### src/scpl_pkg.sv
// Shared constants and types of the state component permission logic
package scpl_pkg;

   // ----------------------------------------------------------------
   // Bitmap layout
   // ----------------------------------------------------------------
   // one bit per component
   localparam int MASK_W = 64;
   localparam int BIT_LEGACY_FP  = 0;
   localparam int BIT_SIMD       = 1;
   localparam int BIT_VEC256     = 2;
   localparam int BIT_VEC512_LO  = 5;
   localparam int BIT_VEC512_HI  = 7;
   localparam int BIT_PKEY       = 9;
   localparam int BIT_SPECIAL    = 63;
   // shapes of components 5, 6 and 7
   localparam int OPMASK_COUNT      = 8;
   localparam int OPMASK_WIDTH      = 64;
   localparam int UPPER_HALF_COUNT  = 16;
   localparam int UPPER_HALF_WIDTH  = 256;
   localparam int HIGH_VEC_COUNT    = 16;
   localparam int HIGH_VEC_WIDTH    = 512;

   // Components 0,1,2,5,6,7,9; everything else in 62:3 is reserved
   localparam logic [63:0] DEFINED_MASK   = 64'h0000_0000_0000_02E7;
   // Components usable without the enable gating
   localparam logic [63:0] UNGATED_MASK   = 64'h0000_0000_0000_0203;
   // Bit that never names a component
   localparam logic [63:0] SPECIAL_MASK   = 64'h8000_0000_0000_0000;
   // Components that only the supervisor mask may name (none defined)
   localparam logic [63:0] SUP_ALLOWED    = 64'h0000_0000_0000_0000;

   // ----------------------------------------------------------------
   // Registers and reset values
   // ----------------------------------------------------------------
   localparam logic [31:0] SUP_MSR_INDEX  = 32'h0000_0DA0;
   localparam logic [63:0] EN_RESET       = 64'h0000_0000_0000_0001;
   localparam logic [63:0] SUP_RESET      = 64'h0000_0000_0000_0000;
   localparam logic [1:0]  CPL_KERNEL     = 2'h0;
   localparam logic [1:0]  BAD_VEC_PAIR   = 2'h2;

   // ----------------------------------------------------------------
   // Operations
   // ----------------------------------------------------------------
   typedef enum logic [3:0] {
      OP_READ_MASK   = 4'h0,
      OP_WRITE_MASK  = 4'h1,
      OP_SAVE_PLAIN  = 4'h2,
      OP_SAVE_OPT    = 4'h3,
      OP_SAVE_CMP    = 4'h4,
      OP_SAVE_SUP    = 4'h5,
      OP_RST_PLAIN   = 4'h6,
      OP_RST_SUP     = 4'h7,
      OP_FEATURE     = 4'h8
   } scpl_op_t;

   typedef struct packed {
      logic          valid;
      scpl_op_t      op;
      logic [1:0]    current_privilege_level;
      logic [31:0]   maskHi;
      logic [31:0]   maskLo;
      logic [63:0]   featureMask;
   } scpl_req_t;

   typedef struct packed {
      logic          valid;
      logic          udFault;
      logic          gpFault;
      logic [63:0]   compSet;
      logic [63:0]   readData;
   } scpl_resp_t;

   typedef struct packed {
      logic          valid;
      logic          write;
      logic [31:0]   index;
      logic [63:0]   data;
   } scpl_msr_req_t;

   typedef struct packed {
      logic          ack;
      logic          gpFault;
      logic [63:0]   data;
   } scpl_msr_resp_t;

endpackage

### src/scpl_mask_gate.sv
// Gate of an instruction mask by an allowed-component mask
`timescale 1ns/1ps
module scpl_mask_gate #(
   parameter int W = 64
) (
   // Masks in
   input  wire logic [W-1:0] instrMask,
   input  wire logic [W-1:0] allowMask,
   // Gated set out
   output logic      [W-1:0] gated
);

   assign gated = instrMask & allowMask & {1'b0, {(W-1){1'b1}}};

endmodule

### src/scpl_state_perm.sv
// State component permission logic for the state save/restore family
`timescale 1ns/1ps
module scpl_state_perm (
   // Clock, reset, enable
   input  wire logic                    sys_clk,
   input  wire logic                    rst_n,
   input  wire logic                    sysCe,
   // Control register level
   input  wire logic                    osStateMgmtEnable,
   // Instruction request and answer
   input  wire scpl_pkg::scpl_req_t     req,
   output scpl_pkg::scpl_resp_t         resp,
   // Model-specific register access
   input  wire scpl_pkg::scpl_msr_req_t msrReq,
   output scpl_pkg::scpl_msr_resp_t     msrResp,
   // Mask views and permission levels
   output logic [63:0]                  enabledMask,
   output logic [63:0]                  supervisorMask,
   output logic [63:0]                  compWritable
);

   // ----------------------------------------------------------------
   // State
   // ----------------------------------------------------------------
   typedef struct packed {
      logic [63:0]              enMask;
      logic [63:0]              supMask;
      scpl_pkg::scpl_resp_t     resp;
      scpl_pkg::scpl_msr_resp_t msrResp;
   } scpl_state_t;

   scpl_state_t st_r;
   scpl_state_t st_nxt;

   logic [63:0] instrMask;
   logic [63:0] effEnable;
   logic [63:0] supAllow;
   logic [63:0] gatedPlain;
   logic [63:0] gatedSup;
   logic        privOp;
   logic        badWrite;

   assign instrMask = {req.maskHi, req.maskLo};
   assign effEnable = osStateMgmtEnable ? st_r.enMask : 64'h0000_0000_0000_0000;
   // Sets below use the raw mask: they are only produced with management on
   // supervisor allowance is an OR
   assign supAllow  = st_r.enMask | st_r.supMask;
   assign privOp    = (req.op == scpl_pkg::OP_WRITE_MASK) ||
                      (req.op == scpl_pkg::OP_SAVE_SUP) ||
                      (req.op == scpl_pkg::OP_RST_SUP);
   // Refused values leave the old mask, so no half-set vector pair lands
   // known components form the defined set
   // SIMD and 256-bit vector pair are bits 1-2; bit 2 may not be set without bit 1
   // bit 0 may not be cleared
   assign badWrite  = (|(instrMask & ~scpl_pkg::DEFINED_MASK)) ||
                      !instrMask[scpl_pkg::BIT_LEGACY_FP] ||
                      (instrMask[scpl_pkg::BIT_VEC256:scpl_pkg::BIT_SIMD] ==
                       scpl_pkg::BAD_VEC_PAIR);

   // gates sized to the bitmap width
   // plain set gated by enable mask
   scpl_mask_gate #(
      .W         (scpl_pkg::MASK_W)
   ) u_gate_plain (
      .instrMask (instrMask),
      .allowMask (st_r.enMask),
      .gated     (gatedPlain)
   );

   // supervisor set gated by combined mask
   scpl_mask_gate #(
      .W         (scpl_pkg::MASK_W)
   ) u_gate_sup (
      .instrMask (instrMask),
      .allowMask (supAllow),
      .gated     (gatedSup)
   );

   // ----------------------------------------------------------------
   // Next state
   // ----------------------------------------------------------------
   // Decode one request per cycle and the register access beside it
   always_comb
   begin
      st_nxt         = st_r;
      st_nxt.resp    = '0;
      st_nxt.msrResp = '0;
      if (req.valid)
      begin
         st_nxt.resp.valid = 1'b1;
         if (req.op == scpl_pkg::OP_FEATURE)
         begin
            st_nxt.resp.udFault = |(req.featureMask & ~scpl_pkg::UNGATED_MASK & ~effEnable);
         end
         else if (!osStateMgmtEnable)
         begin
            st_nxt.resp.udFault = 1'b1;
         end
         else if (privOp && (req.current_privilege_level != scpl_pkg::CPL_KERNEL))
         begin
            st_nxt.resp.gpFault = 1'b1;
         end
         else
         begin
            unique case (req.op)
               scpl_pkg::OP_READ_MASK:
               begin
                  st_nxt.resp.readData = st_r.enMask;
               end
               scpl_pkg::OP_WRITE_MASK:
               begin
                  // mask write, refused values keep old mask
                  if (badWrite)
                  begin
                     st_nxt.resp.gpFault = 1'b1;
                  end
                  else
                  begin
                     st_nxt.enMask = instrMask;
                  end
               end
               scpl_pkg::OP_SAVE_PLAIN,
               scpl_pkg::OP_SAVE_OPT,
               scpl_pkg::OP_SAVE_CMP,
               scpl_pkg::OP_RST_PLAIN:
               begin
                  st_nxt.resp.compSet = gatedPlain;
               end
               scpl_pkg::OP_SAVE_SUP,
               scpl_pkg::OP_RST_SUP:
               begin
                  st_nxt.resp.compSet = gatedSup;
               end
               default:
               begin
                  st_nxt.resp.compSet = 64'h0000_0000_0000_0000;
               end
            endcase
         end
      end
      // Supervisor mask register at its index; other indices fault
      if (msrReq.valid)
      begin
         st_nxt.msrResp.ack = 1'b1;
         if (msrReq.index != scpl_pkg::SUP_MSR_INDEX)
         begin
            st_nxt.msrResp.gpFault = 1'b1;
         end
         else if (msrReq.write)
         begin
            if (|(msrReq.data & ~scpl_pkg::SUP_ALLOWED))
            begin
               st_nxt.msrResp.gpFault = 1'b1;
            end
            else
            begin
               st_nxt.supMask = msrReq.data;
            end
         end
         else
         begin
            st_nxt.msrResp.data = st_r.supMask;
         end
      end
   end

   // ----------------------------------------------------------------
   // Registers
   // ----------------------------------------------------------------
   // Synchronous reset, frozen while the clock enable is low
   always_ff @(posedge sys_clk)
   begin
      if (!rst_n)
      begin
         st_r         <= '0;
         // bit 0 set out of reset
         st_r.enMask  <= scpl_pkg::EN_RESET;
         st_r.supMask <= scpl_pkg::SUP_RESET;
      end
      else if (sysCe)
      begin
         st_r <= st_nxt;
      end
   end

   // Outputs
   assign resp           = st_r.resp;
   assign msrResp        = st_r.msrResp;
   assign enabledMask    = st_r.enMask;
   assign supervisorMask = st_r.supMask;
   // gated components writable only when enabled
   // clearing a bit only drops permission, not contents
   // legacy, SIMD and key state always writable
   assign compWritable   = effEnable | scpl_pkg::UNGATED_MASK;

   logic [63:0] chkPlain;
   logic [63:0] chkSup;
   logic        chkLevel0;
   assign chkPlain  = instrMask & st_r.enMask & ~scpl_pkg::SPECIAL_MASK;
   assign chkSup    = instrMask & (st_r.enMask | st_r.supMask) & ~scpl_pkg::SPECIAL_MASK;
   assign chkLevel0 = req.valid && osStateMgmtEnable && (req.current_privilege_level == scpl_pkg::CPL_KERNEL);
endmodule
### config.mk
export PLATFORM = sky130hd
export DESIGN_NAME = scpl_state_perm
export DESIGN_NICKNAME = d
export VERILOG_FILES = /design/src/scpl_pkg.sv /design/src/scpl_mask_gate.sv /design/src/scpl_state_perm.sv
export SDC_FILE = /design/constraint.sdc
export NUM_CORES = 1
export LEC_CHECK = 0
export ABC_AREA = 0
export BUFFER_PORTS_ARGS = -buffer_cell sky130_fd_sc_hd__buf_2
export CAP_MARGIN = 20
export CORE_AREA = 2 2 245 247
export CTS_CLUSTER_SIZE = 14
export DETAILED_ROUTE_END_ITERATION = 6
export DIE_AREA = 0 0 247 249
export PLACE_DENSITY_LB_ADDON = 0.12
export SYNTH_ARGS = -nofsm -noshare
export SYNTH_HDL_FRONTEND = slang
export SYNTH_HIERARCHICAL = 1
export SYNTH_SLANG_ARGS = --single-unit
### constraint.sdc
create_clock -name sys_clk -period 1.7 [get_ports sys_clk]
set_input_delay 0.17 -clock sys_clk [delete_from_list [all_inputs] [get_ports sys_clk]]
set_output_delay 0.17 -clock sys_clk [all_outputs]
set_load 0.02 [all_outputs]
Yosys cells after proc, flatten, opt, wreduce, memory -nomap -nowiden
Index checks and enable logic that the tools add are counted.
{"block": "classes", "div_mod_pow": 0, "eq_ne": 10, "shift": 0, "magnitude_cmp": 0, "n_mux": 18, "bitwise_logic": 10, "reduce_logical": 15, "n_mul": 0, "n_addsub": 0}
{"operator": "$mux W129", "count": 2}
{"operator": "$mux W64", "count": 4}
{"operator": "$mux W131", "count": 1}
{"operator": "$reduce_or A64 Y1", "count": 2}
{"operator": "$mux W127", "count": 1}
{"operator": "$and A63 B63 Y63", "count": 2}
{"operator": "$pmux W63 S2", "count": 1}
{"operator": "$mux W66", "count": 1}
{"operator": "$and A64 B64 Y64", "count": 1}
{"operator": "$not A64 Y64", "count": 1}
{"operator": "$or A63 B63 Y63", "count": 1}
{"operator": "$reduce_or A57 Y1", "count": 1}
{"operator": "$ne A32 B12 Y1 const B", "count": 1}
{"operator": "$eq A4 B3 Y1 const B", "count": 4}
{"operator": "$eq A4 B2 Y1 const B", "count": 2}
{"operator": "$mux W1", "count": 8}
{"operator": "$reduce_and A7 Y1", "count": 1}
{"operator": "$not A1 Y1", "count": 5}
{"operator": "$reduce_and A5 Y1", "count": 1}
{"operator": "$eq A4 B1 Y1 const B", "count": 1}
{"operator": "$eq A4 B4 Y1 const B", "count": 1}
{"operator": "$logic_not A4 Y1", "count": 1}
{"operator": "$logic_or A1 B1 Y1", "count": 4}
{"operator": "$reduce_or A4 Y1", "count": 1}
{"operator": "5 further kinds", "count": 5}
{"block": "totals", "in_bits": 237, "out_inout_bits": 389, "wordCells": 63, "romBits": 0, "latch_bits": 0, "mem_bits_rw": 0, "register_bits": 325, "memories": 0}

Longest topological paths before layout
{"block": "depth", "word_depth": 9, "depth_mapped": 8, "ltp_nobuf": 6}

Modules after synthesis
Netlist, hierarchy kept.
{"mod": "scpl_state_perm", "area_per_inst_um2": 12668.4, "instances": 1, "cells_per_inst": 1363, "seq_area_each_um2": 6506.2}
{"mod": "scpl_mask_gate", "area_per_inst_um2": 405.4, "instances": 2, "cells_per_inst": 65, "seq_area_each_um2": 0.0}

Worst setup path after synthesis
OpenSTA, ideal clock, no wires.
{"block": "synth_timing", "path_kind": "reg2reg", "startpoint": "register st_r, in the netlist enabledMask[48]", "endpoint": "register st_r, in the netlist resp[129]", "path_slack_ns": 0.127, "required_ns": 1.571, "path_stages_with_launch": 7, "t_arrival_ns": 1.444, "setup_ns": 0.129, "synth_period_minus_slack_ns": 1.573, "cell_sequence": "dfxtp_1 -> nand2b_1 -> o2111ai_1 -> a2111oi_0 -> nand4_1 -> nor3_1 -> o22ai_1"}
{"block": "synth_via", "elab_chain_len": 6}
{"item": "start, declared", "line": "scpl_state_perm.sv:32", "text": "scpl_state_t st_r;"}
{"item": "start signal, assigned", "line": "scpl_state_perm.sv:182", "text": "st_r <= st_nxt;"}
{"item": "$mux W64", "line": "scpl_state_perm.sv:44", "text": "assign effEnable = osStateMgmtEnable ? st_r.enMask : 64'h0000_0000_0000_0000;"}
{"item": "$not A64 Y64", "line": "scpl_state_perm.sv:93", "text": "st_nxt.resp.udFault = |(req.featureMask & ~scpl_pkg::UNGATED_MASK & ~effEnable);"}
{"item": "$and A64 B64 Y64", "line": "scpl_state_perm.sv:93"}
{"item": "$reduce_or A64 Y1", "line": "scpl_state_perm.sv:93"}
{"item": "$mux W1", "line": "scpl_state_perm.sv:91", "text": "if (req.op == scpl_pkg::OP_FEATURE)"}
{"item": "$mux W131", "line": "scpl_state_perm.sv:88", "text": "if (req.valid)"}
No other way between the ends.
A chain may end at the register's enable or synchronous reset.

Worst setup path in the final report
{"block": "layout_timing", "startpoint": "register st_r, in the netlist enabledMask[2]", "endpoint": "register st_r, in the netlist resp[129]"}
Same word-level chain as after synthesis.

==> results.sh <==
export IMPL_cts_htree_levels=2
export IMPL_hp_class="primary input to flop"
export IMPL_synth_area_per_cell_um2=9.03
export IMPL_die_w_um=247
export IMPL_drt_iter0_drc=812
export IMPL_multi_input_area_um2=6560
export IMPL_busiest_layer="met2"
export IMPL_clkSlewWorstSetupHoldPaths_ps=60
export IMPL_grt_util_met2_pct=39.7
export IMPL_setup_violations=0
export IMPL_drt_wl_total_um=72600
export IMPL_switching_share_pct=23.4
export IMPL_grt_pass1_wl_um=101000
export IMPL_power_mw=18.6
export IMPL_first_pass_iters=5
export IMPL_hold_ws_ps=94.0
export IMPL_critPathRequiredTime_ps=2150
export IMPL_num_vias=14276
export IMPL_period_minus_slack_ps=1690
export IMPL_combinationalPowerShare_pct=6.6
export IMPL_wl_per_cell_um=23.7
export IMPL_path_cells="nand2b_4 > o2111ai_4 > a2111oi_4 > nand4_1 > nor3_2 > buf_4 > o22ai_2"
export IMPL_final_cells=3056
export IMPL_avgViaCountPerCell=4.67
export IMPL_drv_slew=0
export IMPL_drv_cap=0
export IMPL_cts_root_buf="clkbuf_16"
export IMPL_fin_worst_skew_ps=18.9
export IMPL_nFillCells=6151
export IMPL_dieArea_um2=61500
export IMPL_regArea_um2=6540
export IMPL_gp_congestion=0.894
export IMPL_worst_path_max_delay_cell="a2111oi_4"
export IMPL_numCtsBuffers=41
export IMPL_power_switching_mw=4.35
export IMPL_tns_ps=0
export IMPL_power_leakage_nw=10.1
export IMPL_grt_overflow=0
export IMPL_use_met3_pct=4.62
export IMPL_layout_drive_gt1_share_pct=43.2
export IMPL_hpwl_um=56600
export IMPL_min_period_over_period_pct=99.2
export IMPL_cts_buffer_depth=3
export IMPL_crit_path_max_incr_delay_ps=370
export IMPL_worst_slack_ps=13.0
export IMPL_ys_warnings_count=6
export IMPL_area_growth_pct=53.4
export IMPL_place_ws_ps=-1070
export IMPL_cp_max_fo=2
export IMPL_grt_pass1_vias=13800
export IMPL_clock_fmax_mhz=593
export IMPL_dp_cells=2961
export IMPL_fp_dieH_um=249
export IMPL_start_util_pct=23.0
export IMPL_start_kind="flop"
export IMPL_antenna_found_initial=28
export IMPL_cp_end_kind="flop"
export IMPL_p_per_area_nw_per_um2=900
export IMPL_rows=89
export IMPL_power_share_clock_pct=52.5
export IMPL_drcViolationCount=0
export IMPL_syn_area_um2=13500
export IMPL_postSynthCellCount=1492
export IMPL_internal_power_mw=14.3
export IMPL_grt_max_degree=77
export IMPL_worstSkewPairLatency_ps=570
export IMPL_p_seq_share_pct=40.9
export IMPL_port_buffers=619
export IMPL_critical_path_class="flop to flop"
export IMPL_critical_path_arrival_ps=2130
export IMPL_met1_usage_pct=27.8
export IMPL_vdd_ir_drop_max_uv=602
export IMPL_status="completed"
export IMPL_cts_num_sinks=325
export IMPL_rsz0062_at_grt="true"
export IMPL_cts_tree="yes"
export IMPL_final_nets=2477
export IMPL_ant_nets=0
export IMPL_ios=626
export IMPL_core_um2=58700
export IMPL_finalHoldViolCount=0
export IMPL_grt_usage_pct=22.7
## sequential cells by signal, summed over array words and instances (netlist names)
register        count
resp              131
msrResp            66
enabledMask        64
supervisorMask     64
## what timing repair did
item                                    in CTS  in global routing
buffers inserted                             2                  0
endpoints found under the hold margin       12                  0
pin swaps                                    5                  4
resized for setup                           47                 16
endpoints found under the setup margin      79                 65
hold buffers                                 9                  0
## through the flow
stage	utilization, %	area [µm²]
6_report	35.2	20700
5_1_grt	35.2	20700
4_1_cts	35.0	20500
3_5_place_dp	32.0	18800
3_3_place_gp	32.0	18800
2_1_floorplan	-	13500
## critical path, delay by kind of cell (launching register included)
family / cells / cell delay (ps)
AO/OA/AOI/OAI: 3 / 530
AND/OR/NAND/NOR: 3 / 520
flip-flops: 1 / 360
buffers and inverters: 1 / 150
## area by class of cell
cell class	count	area share, %
Antenna cell	10	0.121
Clock buffer	63	6.10
Clock inverter	13	1.22
Inverter	54	1.03
Multi-Input combinational cell	1007	31.7
Sequential cell	325	31.6
Tap cell	773	4.68
Timing Repair Buffer	811	23.5
## layout by cell type, fill, tap and decap left out, drive strengths merged, types with 10 or more instances in the layout
| cell type | count |
|---|---|
| buf | 801 |
| dfxtp | 325 |
| and2 | 302 |
| a22oi | 189 |
| nor2 | 150 |
| o2bb2ai | 64 |
| clkbuf | 64 |
| or2 | 63 |
| and3 | 58 |
| inv | 55 |
| nor4 | 50 |
| nand2 | 18 |
| o22ai | 18 |
| nand4 | 16 |
| nand2b | 13 |
| diode | 10 |
| a21oi | 10 |
## final timing paths
kind	start	end	slack, ps	cells past startpoint
worst min register to register	msrResp[65]$_SDFFE_PN0P_	msrResp[65]$_SDFFE_PN0P_	470	2
worst max-delay path	enabledMask[2]$_SDFFE_PN0P_	resp[129]$_SDFFE_PN0P_	10	7
worst max register to register	enabledMask[2]$_SDFFE_PN0P_	resp[129]$_SDFFE_PN0P_	10	7
worst min-delay path	sysCe	resp[128]$_SDFFE_PN0P_	90	4
## routing by layer
metal  vias to the layer above  part of all wire, %
met5                         -                 0.21
met4                        24                  2.5
met3                       107                  7.4
met2                       595                   49
met1                      6818                   41
li1                       6732                    -
## power groups by stage
stage	sequential, mW	clock (mW)	combinational [mW]
floorplan	7.80	0	0.338
global placement	7.79	0	1.16
detailed placement	7.79	0	1.17
CTS	7.62	10.0	1.21
global route	7.62	10.3	1.30
finish	7.62	9.77	1.22
Power figures use the tool's default switching activity.
